## config.mk

```make
export PLATFORM = sky130hd
export DESIGN_NAME = serial_eeprom_write_control
export DESIGN_NICKNAME = d
export VERILOG_FILES = /design/src/verilog/eeprom_pkg.sv /design/src/verilog/prog_buffer.sv /design/src/verilog/serial_eeprom_write_control.sv
export VERILOG_INCLUDE_DIRS = /design/src /design/src/verilog
export SDC_FILE = /design/constraint.sdc
export NUM_CORES = 1
export LEC_CHECK = 0
export ABC_CLOCK_PERIOD_IN_PS = 2850
export BUFFER_PORTS_ARGS = -buffer_cell sky130_fd_sc_hd__clkbuf_2
export CAP_MARGIN = 20
export CORE_MARGIN = 10
export CORE_UTILIZATION = 60
export DETAILED_ROUTE_END_ITERATION = 8
export PLACE_DENSITY = 0.79
export SETUP_SLACK_MARGIN = 0.5
export SLEW_MARGIN = 20
export SYNTH_ARGS = -nofsm -noshare
export SYNTH_HDL_FRONTEND = slang
export SYNTH_SLANG_ARGS = --single-unit
```

## constraint.sdc

```tcl
create_clock -name clk -period 2.85 [get_ports clk]
set_input_delay 0.285 -clock clk [delete_from_list [all_inputs] [get_ports clk]]
set_output_delay 0.285 -clock clk [all_outputs]
set_load 0.005 [all_outputs]
```

## src/verilog/eeprom_cfg.svh

```systemverilog
`ifndef EEPROM_CFG_SVH
`define EEPROM_CFG_SVH

// clock and timing
`define CLK_PERIOD_NS 8
`define CLK_RATE_KHZ 125000
`define PROGRAM_INTERVAL_US 4000
`define SELECT_LOW_TIME_NS 200
// longest programming time, rounded down to whole cycles
`define PROGRAM_CYCLES ((`PROGRAM_INTERVAL_US * (`CLK_RATE_KHZ / 1000)))
// least select low time, rounded up to whole cycles
`define SELECT_LOW_CYCLES ((`SELECT_LOW_TIME_NS + `CLK_PERIOD_NS - 1) / `CLK_PERIOD_NS)

// serial clock positions counted from the start bit
`define BIT_START 5'h01
`define BIT_ADDR_LAST 5'h09
`define BIT_DATA_LAST 5'h19

// opcodes and extended codes in the two top address bits
`define OP_READ 2'h2
`define OP_WRITE 2'h1
`define OP_MISC 2'h0
`define MISC_UNLOCK 2'h3
`define MISC_FILL 2'h1
`define MISC_LOCK 2'h0

// array geometry
`define WORD_COUNT 64
`define WORD_MSB 4'hf

`endif

```

## src/verilog/eeprom_pkg.sv

```systemverilog
package eeprom_pkg;

    // one programming job handed to the engine
    typedef struct packed {
        logic fill_all;
        logic [5:0] addr;
        logic [15:0] data;
    } prog_req_t;

    // serial front end states
    typedef enum logic [2:0] {
        FS_IDLE = 3'b000,
        FS_SHIFT = 3'b001,
        FS_ARMED = 3'b010,
        FS_READ = 3'b011,
        FS_DONE = 3'b100
    } front_state_t;

    // programming engine states
    typedef enum logic [0:0] {
        EN_IDLE = 1'b0,
        EN_PROG = 1'b1
    } engine_state_t;

endpackage : eeprom_pkg

```

## src/verilog/prog_buffer.sv

```systemverilog
`timescale 1ns/1ps
`default_nettype none

// two-entry buffer between the serial front end and the programming engine
module prog_buffer (
    input wire logic clk,
    input wire logic rst_b,
    input wire logic in_valid,
    output logic in_ready,
    input wire eeprom_pkg::prog_req_t in_data,
    output logic out_valid,
    input wire logic out_ready,
    output eeprom_pkg::prog_req_t out_data
);

    eeprom_pkg::prog_req_t slot_q [2]; // storage slots
    eeprom_pkg::prog_req_t slot0_d;
    eeprom_pkg::prog_req_t slot1_d;
    logic wr_ptr_q, wr_ptr_d; // next slot to fill
    logic rd_ptr_q, rd_ptr_d; // next slot to drain
    logic [1:0] count_q, count_d; // occupancy, 0 to 2
    logic push, pop;

    // next-state logic for pointers, count and slots
    always_comb begin
        push = in_valid && (count_q != 2'h2);
        pop = (count_q != 2'h0) && out_ready;
        wr_ptr_d = push ? ~wr_ptr_q : wr_ptr_q;
        rd_ptr_d = pop ? ~rd_ptr_q : rd_ptr_q;
        count_d = count_q + {1'b0, push} - {1'b0, pop};
        slot0_d = (push && !wr_ptr_q) ? in_data : slot_q[0];
        slot1_d = (push && wr_ptr_q) ? in_data : slot_q[1];
    end

    // register stage; empty after reset
    always_ff @(posedge clk or negedge rst_b) begin
        if (!rst_b) begin
            wr_ptr_q <= 1'b0;
            rd_ptr_q <= 1'b0;
            count_q <= 2'h0;
            slot_q[0] <= '0;
            slot_q[1] <= '0;
        end else begin
            wr_ptr_q <= wr_ptr_d;
            rd_ptr_q <= rd_ptr_d;
            count_q <= count_d;
            slot_q[0] <= slot0_d;
            slot_q[1] <= slot1_d;
        end
    end

    assign in_ready = (count_q != 2'h2); // honest full
    assign out_valid = (count_q != 2'h0); // honest empty
    assign out_data = slot_q[rd_ptr_q];

endmodule : prog_buffer

`default_nettype wire

```

## src/verilog/serial_eeprom_write_control.sv

```systemverilog
// Behaviour
// write stores 16-bit word at six-bit address
// program starts on select fall in window
// select fall after 26th clock discards write
// programming self-times, 4 ms at most
// host sends nothing while busy is shown
// commands ignored while busy, accepted when ready
// host holds select past clock high time
// fill-all stores word everywhere, 4 ms
// fill-all ended after 26th clock is dropped
// reset leaves writes locked
// unlock keeps writes allowed until lock
// reads work whether locked or not
// host clocks on past sixth clock for unlock/lock
// lock returns to power-up locked state
// select low before 25th clock cancels
// no cancel from 25th clock to completion
// after 26th clock, select low cancels
// serial output released except status or read
// status after 200 ns: busy low, ready high
// start bit stops status output
// all inputs high at ready acts as start
// host keeps serial input low while selected
// command opens with first one after select
// serial input sampled on serial clock rise
// host drops select after every command
// one write-enable bit gates write and fill-all
`include "eeprom_cfg.svh"
`timescale 1ns/1ps
`default_nettype none

module serial_eeprom_write_control #(
    parameter int program_cycles = `PROGRAM_CYCLES // shorten for simulation
) (
    input wire logic clk,
    input wire logic rst_b,
    input wire logic select_in,
    input wire logic serial_clock_in,
    input wire logic serial_in,
    output logic serial_out,
    output logic serial_out_oe,
    output logic write_enabled,
    output logic busy
);

    // pin synchronisers, two stages each
    logic [1:0] cs_sync_q, sk_sync_q, di_sync_q;
    logic cs_prev_q, sk_prev_q; // edge history after the synchroniser
    logic cs_s, sk_s, di_s;
    logic sk_rise, cs_fall, cs_rise;

    // front end state
    eeprom_pkg::front_state_t fs_q, fs_d;
    logic [4:0] bit_q, bit_d; // serial clocks since the start bit
    logic [23:0] sh_q, sh_d; // opcode, address, data
    logic [23:0] sh_next; // shift register with the current bit
    logic we_q, we_d; // write-enable state
    logic [5:0] rd_addr_q, rd_addr_d; // read pointer
    logic [3:0] rd_bit_q, rd_bit_d; // bit within the read word
    logic rd_drive_q, rd_drive_d; // read data is on the pin
    logic rd_val_q, rd_val_d; // read bit on the pin
    logic stat_armed_q, stat_armed_d; // a write has launched
    logic stat_show_q, stat_show_d; // status is on the pin
    logic [4:0] low_cnt_q, low_cnt_d; // select low time, saturating
    logic push_valid; // launch of a programming job
    logic push_ready;
    eeprom_pkg::prog_req_t push_req;

    // programming engine
    eeprom_pkg::engine_state_t en_q, en_d;
    logic [18:0] timer_q, timer_d;
    eeprom_pkg::prog_req_t job_q, job_d;
    logic job_valid, job_ready;
    eeprom_pkg::prog_req_t job_req;
    logic prog_done; // last cycle of the interval
    logic busy_now; // engine or buffer holds work

    // output flops
    logic do_q, do_d, oe_q, oe_d, busy_q, we_out_q;

    logic [15:0] mem [`WORD_COUNT]; // the array itself, no reset

    // edge history reads only the second synchroniser stage
    assign cs_s = cs_sync_q[1];
    assign sk_s = sk_sync_q[1];
    assign di_s = di_sync_q[1];
    assign sk_rise = cs_s && sk_s && !sk_prev_q;
    assign cs_fall = !cs_s && cs_prev_q;
    assign cs_rise = cs_s && !cs_prev_q;
    assign sh_next = {sh_q[22:0], di_s};
    assign busy_now = (en_q == eeprom_pkg::EN_PROG) || job_valid;
    assign prog_done = (en_q == eeprom_pkg::EN_PROG) && (timer_q == 19'(program_cycles - 1));

    // synchroniser and edge registers
    always_ff @(posedge clk or negedge rst_b) begin
        if (!rst_b) begin
            cs_sync_q <= 2'h0;
            sk_sync_q <= 2'h0;
            di_sync_q <= 2'h0;
            cs_prev_q <= 1'b0;
            sk_prev_q <= 1'b0;
        end else begin
            cs_sync_q <= {cs_sync_q[0], select_in};
            sk_sync_q <= {sk_sync_q[0], serial_clock_in};
            di_sync_q <= {di_sync_q[0], serial_in};
            cs_prev_q <= cs_s;
            sk_prev_q <= sk_s;
        end
    end

    // front end: command decode, cancel windows, read and status
    always_comb begin
        fs_d = fs_q;
        bit_d = bit_q;
        sh_d = sh_q;
        we_d = we_q;
        rd_addr_d = rd_addr_q;
        rd_bit_d = rd_bit_q;
        rd_drive_d = rd_drive_q;
        rd_val_d = rd_val_q;
        stat_armed_d = stat_armed_q;
        stat_show_d = stat_show_q;
        push_valid = 1'b0;
        push_req = '{fill_all: (sh_q[23:22] == `OP_MISC), addr: sh_q[21:16], data: sh_q[15:0]};
        // count select low time up to the status threshold
        if (cs_s) begin
            low_cnt_d = low_cnt_q;
        end else if (low_cnt_q < 5'(`SELECT_LOW_CYCLES)) begin
            low_cnt_d = low_cnt_q + 5'h01;
        end else begin
            low_cnt_d = low_cnt_q;
        end
        if (!cs_s) begin
            // select low resets the interface and releases the pin
            fs_d = eeprom_pkg::FS_IDLE;
            bit_d = 5'h00;
            rd_drive_d = 1'b0;
            stat_show_d = 1'b0;
            if (cs_fall && fs_q == eeprom_pkg::FS_ARMED && push_ready) begin
                push_valid = 1'b1;
                stat_armed_d = 1'b1;
            end
        end else begin
            if (cs_rise) begin
                stat_show_d = stat_armed_q && (low_cnt_q >= 5'(`SELECT_LOW_CYCLES));
            end
            case (fs_q)
                eeprom_pkg::FS_IDLE: begin
                    // leading zeros ignored; busy ignores the start bit
                    if ((sk_rise && di_s && !busy_now) || (prog_done && sk_s && di_s)) begin
                        fs_d = eeprom_pkg::FS_SHIFT;
                        bit_d = `BIT_START;
                        stat_armed_d = 1'b0;
                        stat_show_d = 1'b0;
                    end
                end
                eeprom_pkg::FS_SHIFT: begin
                    if (sk_rise) begin
                        bit_d = bit_q + 5'h01;
                        sh_d = sh_next;
                        if (bit_d == `BIT_ADDR_LAST) begin
                            case (sh_next[7:6])
                                `OP_READ: begin
                                    // dummy zero goes out with the last address bit
                                    fs_d = eeprom_pkg::FS_READ;
                                    rd_addr_d = sh_next[5:0];
                                    rd_bit_d = `WORD_MSB;
                                    rd_drive_d = 1'b1;
                                    rd_val_d = 1'b0;
                                end
                                `OP_MISC: begin
                                    if (sh_next[5:4] == `MISC_UNLOCK) begin
                                        we_d = 1'b1;
                                        fs_d = eeprom_pkg::FS_DONE;
                                    end else if (sh_next[5:4] == `MISC_LOCK) begin
                                        we_d = 1'b0;
                                        fs_d = eeprom_pkg::FS_DONE;
                                    end else if (sh_next[5:4] != `MISC_FILL) begin
                                        fs_d = eeprom_pkg::FS_DONE;
                                    end
                                end
                                default: begin
                                    fs_d = fs_q; // write keeps shifting data
                                end
                            endcase
                        end else if (bit_d == `BIT_DATA_LAST) begin
                            // disabled writes are dropped here
                            fs_d = we_q ? eeprom_pkg::FS_ARMED : eeprom_pkg::FS_DONE;
                        end
                    end
                end
                eeprom_pkg::FS_ARMED: begin
                    // 26th rise with select still high throws the job away
                    if (sk_rise) begin
                        fs_d = eeprom_pkg::FS_DONE;
                    end
                end
                eeprom_pkg::FS_READ: begin
                    // continuous clocking walks on through the array
                    if (sk_rise) begin
                        rd_val_d = mem[rd_addr_q][rd_bit_q];
                        rd_bit_d = rd_bit_q - 4'h1;
                        if (rd_bit_q == 4'h0) begin
                            rd_addr_d = rd_addr_q + 6'h01;
                        end
                    end
                end
                default: begin
                    fs_d = fs_q; // done: wait for select low
                end
            endcase
        end
        if (cs_rise) begin
            low_cnt_d = 5'h00;
        end
        do_d = stat_show_d ? !busy_now : rd_val_d;
        oe_d = cs_s && (stat_show_d || rd_drive_d);
    end

    // front end registers; writes start locked after reset
    always_ff @(posedge clk or negedge rst_b) begin
        if (!rst_b) begin
            fs_q <= eeprom_pkg::FS_IDLE;
            bit_q <= 5'h00;
            sh_q <= 24'h000000;
            we_q <= 1'b0;
            rd_addr_q <= 6'h00;
            rd_bit_q <= 4'h0;
            rd_drive_q <= 1'b0;
            rd_val_q <= 1'b0;
            stat_armed_q <= 1'b0;
            stat_show_q <= 1'b0;
            low_cnt_q <= 5'h00;
            do_q <= 1'b0;
            oe_q <= 1'b0;
            busy_q <= 1'b0;
            we_out_q <= 1'b0;
        end else begin
            fs_q <= fs_d;
            bit_q <= bit_d;
            sh_q <= sh_d;
            we_q <= we_d;
            rd_addr_q <= rd_addr_d;
            rd_bit_q <= rd_bit_d;
            rd_drive_q <= rd_drive_d;
            rd_val_q <= rd_val_d;
            stat_armed_q <= stat_armed_d;
            stat_show_q <= stat_show_d;
            low_cnt_q <= low_cnt_d;
            do_q <= do_d;
            oe_q <= oe_d;
            busy_q <= busy_now;
            we_out_q <= we_d;
        end
    end

    // launched jobs wait here; a full buffer refuses the launch
    prog_buffer u_buf (
        .clk(clk),
        .rst_b(rst_b),
        .in_valid(push_valid),
        .in_ready(push_ready),
        .in_data(push_req),
        .out_valid(job_valid),
        .out_ready(job_ready),
        .out_data(job_req)
    );

    // engine next state: self-timed interval, nothing can stop it
    always_comb begin
        en_d = en_q;
        timer_d = timer_q;
        job_d = job_q;
        job_ready = 1'b0;
        case (en_q)
            eeprom_pkg::EN_IDLE: begin
                if (job_valid) begin
                    job_ready = 1'b1;
                    job_d = job_req;
                    timer_d = 19'h00000;
                    en_d = eeprom_pkg::EN_PROG;
                end
            end
            eeprom_pkg::EN_PROG: begin
                timer_d = timer_q + 19'h00001;
                if (prog_done) begin
                    en_d = eeprom_pkg::EN_IDLE;
                end
            end
            default: begin
                en_d = eeprom_pkg::EN_IDLE;
            end
        endcase
    end

    // engine registers
    always_ff @(posedge clk or negedge rst_b) begin
        if (!rst_b) begin
            en_q <= eeprom_pkg::EN_IDLE;
            timer_q <= 19'h00000;
            job_q <= '0;
        end else begin
            en_q <= en_d;
            timer_q <= timer_d;
            job_q <= job_d;
        end
    end

    // array update at the end of the interval
    always_ff @(posedge clk) begin
        if (prog_done) begin
            for (int i = 0; i < `WORD_COUNT; i++) begin
                if (job_q.fill_all || (job_q.addr == 6'(i))) begin
                    mem[i] <= job_q.data;
                end
            end
        end
    end

    assign serial_out = do_q;
    assign serial_out_oe = oe_q;
    assign busy = busy_q;
    assign write_enabled = we_out_q;

endmodule : serial_eeprom_write_control

`default_nettype wire

```

==> flow_metrics.env, run 1 <==
export IMPL_post_route_period_util=1.05
export IMPL_start_util=0.605
export IMPL_pre_cts_slack_ns=-0.176
export IMPL_layout_core_utilization=0.710
export IMPL_avgSynthCellArea_um2=18.4
export IMPL_max_clock_freq_ghz=0.335
export IMPL_ys_top_cells_by_count="sky130_fd_sc_hd__edfxtp_1 (1024), sky130_fd_sc_hd__mux4_2 (224), sky130_fd_sc_hd__nand2_1 (158), sky130_fd_sc_hd__dfrtp_1 (156), sky130_fd_sc_hd__nor2_1 (113)"
export IMPL_tightest_slew_ns=0.936
export IMPL_die_area_um2=89600
export IMPL_run_status="finished with violations"
export IMPL_seq_area_um2=34700
export IMPL_clock_transition_at_path_regs_ns=0.07
export IMPL_final_critical_path_setup_slack_ns=-0.138
export IMPL_setup_worst_path_start_class="flip-flop"
export IMPL_average_wire_length_per_cell_after_detail_routing_um=33.6
export IMPL_root_buffer="sky130_fd_sc_hd__clkbuf_16"
export IMPL_htree_levels=3
export IMPL_io_buffer_count=8
export IMPL_worst_endpoint_data_arrival_time_ns=3.55
export IMPL_synth_ff_latch_count=1180
export IMPL_first_pass_iters=6
export IMPL_p_per_area_nw_per_um2=620
export IMPL_die_width_um=299
export IMPL_clkLatencyLatePin_ns=0.71
export IMPL_initial_antenna_violation_count=3
export IMPL_required_time_at_the_worst_slack_endpoint_ns=3.41
export IMPL_rsz0062_at_grt="yes"
export IMPL_synth_warnings=0
export IMPL_dp_hpwl_um=79800
export IMPL_report_final_slew_viol_count=0
export IMPL_layout_nets=2864
export IMPL_multi_input_comb_area_um2=11700
export IMPL_post_synthesis_instance_total=2543
export IMPL_reg2reg_to="serial_out"
export IMPL_top_level_ports=9
export IMPL_fin_tns_setup_ns=-0.227
export IMPL_synth_top_cell_area_share=0.657
export IMPL_core_region_area_um2=77300
export IMPL_max_stage_delay_ns=0.53
export IMPL_hold_crit_path_type="primary input to async pin"
export IMPL_fp_row_count=102
export IMPL_tritoncts="yes"
export IMPL_setup_viol=2
export IMPL_end_kind="flip-flop"
export IMPL_grt_max_degree=85
export IMPL_max_cap_violations=0
export IMPL_route_vias_total=27500
export IMPL_synth_nets=2559
export IMPL_final_layout_size_suffix_gt1_frac=0.302
export IMPL_slowest_stage="sky130_fd_sc_hd__mux4_2"
export IMPL_timing_clock_skew_ns=0.0287
export IMPL_wire_length_of_the_first_global_routing_pass_um=192000
export IMPL_timing_critical_path_fanout_max=12
export IMPL_groute_usage_overall=0.295
export IMPL_r2r_start="rd_addr_q[0]"
export IMPL_gp_routability_congestion=0.967
export IMPL_total_leakage_power_nw=15.8
export IMPL_via_cell_ratio=6.90
export IMPL_remaining_number_of_nets_flagged_by_the_antenna_check_after_routing=0
export IMPL_route_final_wire_length_um=134000
export IMPL_grt_pass1_vias=27200
export IMPL_fp_dieH_um=299
export IMPL_timing_critical_path_cells="buf_6 -> buf_12 -> buf_16 -> mux4_2 -> a22oi_2 -> a21oi_2 -> o41ai_2 -> a21oi_1 -> or3_1 -> o2111ai_2 -> a31oi_1"
export IMPL_tritoncts_sinks=1180
export IMPL_grt_overflow=0
export IMPL_final_hold_violation_count=0
export IMPL_synth_main_ff_cell="sky130_fd_sc_hd__edfxtp_1"
export IMPL_largest_area_contributor_in_the_netlist="sky130_fd_sc_hd__edfxtp_1"
export IMPL_library_cell_with_the_highest_instance_count_after_synthesis="sky130_fd_sc_hd__edfxtp_1"
export IMPL_reg2regPathDepth=11
export IMPL_timing_final_crit_period_ns=2.99
export IMPL_syn_cell_area_um2=46800
export IMPL_synth_top_cells_by_area="sky130_fd_sc_hd__edfxtp_1 (66%), sky130_fd_sc_hd__mux4_2 (11%), sky130_fd_sc_hd__dfrtp_1 (8.3%)"
export IMPL_cts_max_path_buffers=3
export IMPL_synthDistinctLibCells=71
export IMPL_post_route_drc_count=0
export IMPL_failed_checks="negative setup slack"
export IMPL_rrSetupSlack_ns=-0.14
export IMPL_ir_worst_vdd_v=0.000556
export IMPL_slew_headroom=0.376
export IMPL_yosysSeqAreaShare=0.741
export IMPL_cts_inserted_buffers=111
export IMPL_drt_iter0_drc=4046
export IMPL_synth_edf_count=1024
export IMPL_path_class="flip-flop to flip-flop"
export IMPL_area_growth_syn_to_layout_pct=17.4
export IMPL_fillerInstances=4532
export IMPL_synthArstFlopShare=0.132
## layer usage
layer / wire length [um] / GRT usage
met1: 46900 / 0.399
met2: 62500 / 0.459
met3: 17700 / 0.0758
met4: 6820 / 0.117
met5: 13 / 0
## layout by cell type (no fill, tap or decap), drive strengths merged, types with 10 or more instances in the layout
master     n
a221oi    12
nor2b     26
mux4     224
edfxtp  1024
nor3      24
nor2     113
o22ai     16
a22o      13
clkbuf   140
and2      11
nand3     32
a22oi     61
inv       21
o21ai     73
and3      10
nand2b    20
bufinv    17
dfrtp    156
nand2    158
buf      320
clkinv    52
ha        11
mux2      56
a21oi    107
mux2i    110
## sequential cells by signal (all words and copies together), names as in the netlist, 3 cells and up
| register | count |
|---|---|
| mem | 1024 |
| u_buf.slot_q | 46 |
| sh_q | 24 |
| job_q | 23 |
| timer_q | 19 |
| rd_addr_q | 6 |
| bit_q | 5 |
| low_cnt_q | 5 |
| rd_bit_q | 4 |
| fs_q | 3 |
## worst max-delay path by stage
stage / from / endpoint / slack (ns)
global route: rd_addr_q[0] / serial_out / -0.23
CTS: rd_addr_q[0] / serial_out / -0.07
global placement: rd_addr_q[0] / serial_out / -0.16
finish: rd_addr_q[0] / serial_out / -0.14
floorplan: rd_addr_q[0] / serial_out / 0.37
detailed placement: rd_addr_q[2] / serial_out / -0.18
## metrics by stage
step | cells | power [mW] | hold WS, ns | area (um2)
CTS | 3969 | 34.1 | 0.0595 | 54400
finish | 3986 | 34.1 | 0.0682 | 54900
detailed placement | 3743 | 19.1 | 0.225 | 50200
floorplan | 2543 | 19.0 | -0.0106 | 46900
global route | 3984 | 34.8 | 0.0841 | 54900
global placement | 3743 | 19.1 | 0.217 | 50200
## logic make-up (layout without fill, tap and decap cells)
kind of cell	count (synthesis)	count (layout)	share of synthesized area
AOI/OAI and AO/OA	360	360	0.0493
xor gates and xnor gates	10	10	0.00187
adders and majority gates	11	11	0.00294
buffers and inverters	160	561	0.0180
DFF	1180	1180	0.741
muxes	390	390	0.145
other	0	2	0
and+or+nand+nor	432	432	0.0424
## power breakdown
| part | internal (mW) | switching, mW |
|---|---|---|
| Combinational | 0.0443 | 0.0963 |
| Clock | 8.88 | 6.46 |
| Sequential | 18.5 | 0.0333 |
## what timing repair did
action | 4_1_cts | 5_1_grt
cloned | 4 | 7
pin swaps | 4 | 13
hold endpoints to repair | 157 | 0
setup buffers | 9 | 8
endpoints found under the setup margin | 1026 | 629
resized for setup | 50 | 108
hold buffers | 4 | 0
## worst max-delay path, delay by kind of cell, from the launching register on
kind            cells  cell delay [ns]
mux                 1             0.53
compound gates      6             1.01
simple gates        1             0.33
flops               1             0.46
buf+inv             3             0.51
## final cells by class
class | instances | share of cell area
Multi-Input combinational cell | 1203 | 0.213
Inverter | 17 | 0.00116
Clock buffer | 131 | 0.0533
Tap cell | 1040 | 0.0237
Clock inverter | 78 | 0.0155
Sequential cell | 1180 | 0.632
Timing Repair Buffer | 335 | 0.0617
Antenna cell | 2 | 0.0000911
Note: power is estimated with default switching activity, not from simulation.
==> inputs of run 2 (changes only) <==
CAP_MARGIN = default   (was 20)
CORE_UTILIZATION = 63   (was 60)
PLACE_DENSITY = 0.82   (was 0.79)
SLEW_MARGIN = default   (was 20)
==> flow_metrics.env, run 2 (synthesized netlist as in run 1, its figures left out) <==
export IMPL_max_cap_violations=0
export IMPL_seq_area_um2=34700
export IMPL_pre_cts_slack_ns=-0.240
export IMPL_timing_critical_path_buf_inv=4
export IMPL_average_wire_length_per_cell_after_detail_routing_um=34.4
export IMPL_clkLatencyLatePin_ns=0.69
export IMPL_worst_path_most_repeated_cell="sky130_fd_sc_hd__buf_12"
export IMPL_timing_critical_path_fanout_max=8
export IMPL_layout_commonest_cell="sky130_fd_sc_hd__edfxtp_1"
export IMPL_report_final_slew_viol_count=0
export IMPL_wl_met1_um=44800
export IMPL_met3WireLength_um=19200
export IMPL_slew_headroom=0.0881
export IMPL_core_region_area_um2=73300
export IMPL_io_buffer_count=8
export IMPL_grt_pass1_vias=27500
export IMPL_remaining_number_of_nets_flagged_by_the_antenna_check_after_routing=0
export IMPL_post_route_period_util=1.10
export IMPL_clock_transition_at_path_regs_ns=0.06
export IMPL_layout_core_utilization=0.745
export IMPL_critical_path_cell_count=11
export IMPL_failed_checks="negative setup slack"
export IMPL_dp_hpwl_um=77300
export IMPL_run_status="finished with violations"
export IMPL_top_layer_used="met5"
export IMPL_reg2regPathDepth=11
export IMPL_largestRegisters="mem x1024, u_buf.slot_q x46, sh_q x24"
export IMPL_worst_endpoint_data_arrival_time_ns=3.74
export IMPL_p_per_area_nw_per_um2=614
export IMPL_via_cell_ratio=7.09
export IMPL_die_width_um=293
export IMPL_post_route_drc_count=0
export IMPL_grt_max_degree=66
export IMPL_tightest_slew_ns=1.37
export IMPL_htree_levels=3
export IMPL_met2_length_um=62300
export IMPL_multi_input_comb_area_um2=11700
export IMPL_timing_final_crit_period_ns=3.13
export IMPL_final_layout_size_suffix_gt1_frac=0.305
export IMPL_timing_critical_path_cells="buf_12 -> buf_12 -> buf_6 -> mux4_2 -> mux2i_1 -> buf_4 -> a221oi_1 -> a211oi_1 -> nand4b_1 -> nand3_1 -> a31oi_1"
export IMPL_slowest_stage="sky130_fd_sc_hd__a221oi_1"
export IMPL_fillerInstances=3860
export IMPL_route_vias_total=27800
export IMPL_largest_register_ffs=1024
export IMPL_fp_row_count=99
export IMPL_start_util=0.638
export IMPL_first_pass_iters=5
export IMPL_timing_clock_skew_ns=0.0271
export IMPL_hold_crit_path_type="primary input to async pin"
export IMPL_dp_cells=3648
export IMPL_final_critical_path_setup_slack_ns=-0.278
export IMPL_initial_antenna_violation_count=10
export IMPL_required_time_at_the_worst_slack_endpoint_ns=3.46
export IMPL_setup_viol=2
export IMPL_finish_cell_count_without_fillers=3915
export IMPL_cts_inserted_buffers=112
export IMPL_fp_dieH_um=293
export IMPL_cts_max_path_buffers=3
export IMPL_holdWs_ns=0.167
export IMPL_layout_nets=2877
export IMPL_route_final_wire_length_um=135000
export IMPL_max_stage_delay_ns=0.74
export IMPL_dpl_instance_area_um2=49900
export IMPL_total_leakage_power_nw=15.7
export IMPL_final_hold_violation_count=0
export IMPL_gp_routability_congestion=1.00
export IMPL_groute_usage_overall=0.309
export IMPL_design_area_um2=54600
export IMPL_rsz0062_at_grt="yes"
export IMPL_top_level_ports=9
export IMPL_die_area_um2=85600
export IMPL_mostFrequentLayoutCells="sky130_fd_sc_hd__edfxtp_1 (1024), sky130_fd_sc_hd__buf_4 (270), sky130_fd_sc_hd__mux4_2 (224)"
export IMPL_tritoncts_sinks=1180
export IMPL_grt_overflow=0
export IMPL_drt_iter0_drc=4913
export IMPL_tritoncts="yes"
export IMPL_registers_top_by_ff_count="mem"
export IMPL_root_buffer="sky130_fd_sc_hd__clkbuf_16"
export IMPL_setup_worst_path_start_class="flip-flop"
export IMPL_ir_worst_vdd_v=0.000521
export IMPL_wire_length_of_the_first_global_routing_pass_um=191000
export IMPL_path_class="flip-flop to flip-flop"
export IMPL_end_kind="flip-flop"
export IMPL_critical_path_top_delay_family="compound AO/OA/AOI/OAI gates"
export IMPL_area_growth_syn_to_layout_pct=16.7
export IMPL_max_clock_freq_ghz=0.320
run 2: area by class of cell:
type | instances | share of cell area
inverter | 17 | 0.00117
timing repair buffer | 347 | 0.0603
tap | 959 | 0.0220
sequential | 1180 | 0.635
clock buffer | 145 | 0.0553
multi-input combinational | 1203 | 0.214
clock inverter | 61 | 0.0113
antenna | 3 | 0.000137
run 2: per-stage QoR:
step | setup TNS [ns] | power, mW
after CTS | -0.176 | 33.6
after global routing | -0.608 | 34.2
after floorplan | 0 | 19.0
after detailed placement | -0.408 | 19.1
after global placement | -0.260 | 19.1
final | -0.483 | 33.5
run 2: routing by layer:
layer | track usage | vias up
met3 | 0.0925 | 513
met4 | 0.153 | 8
li1 | - | 10900
met1 | 0.397 | 13900
met5 | 0 | -
met2 | 0.480 | 2432
run 2: where the power goes:
part	leakage, nW	internal (mW)	switching [mW]
Sequential	9.17	18.5	0.0326
Combinational	4.79	0.0470	0.0973
Clock	1.76	8.32	6.46
run 2: final timing paths:
path / startpoint / end / slack, ns
worst min-delay path: rst_b / low_cnt_q[1] / 0.17
min in group clk: select_in / cs_sync_q[0] / 0.24
max in group asynchronous: rst_b / job_q[10] / 1.90
worst max register to register: rd_addr_q[0] / serial_out / -0.28
worst max-delay path: rd_addr_q[0] / serial_out / -0.28
worst min register to register: cs_sync_q[0] / cs_sync_q[1] / 0.35
run 2: what timing repair did:
action,in CTS,in global routing
gates resized for setup,47,70
hold buffers,4,0
pin swaps,7,15
endpoints found under the setup margin,943,440
hold endpoints to repair,62,0
buffers inserted,13,37
cloned,2,2
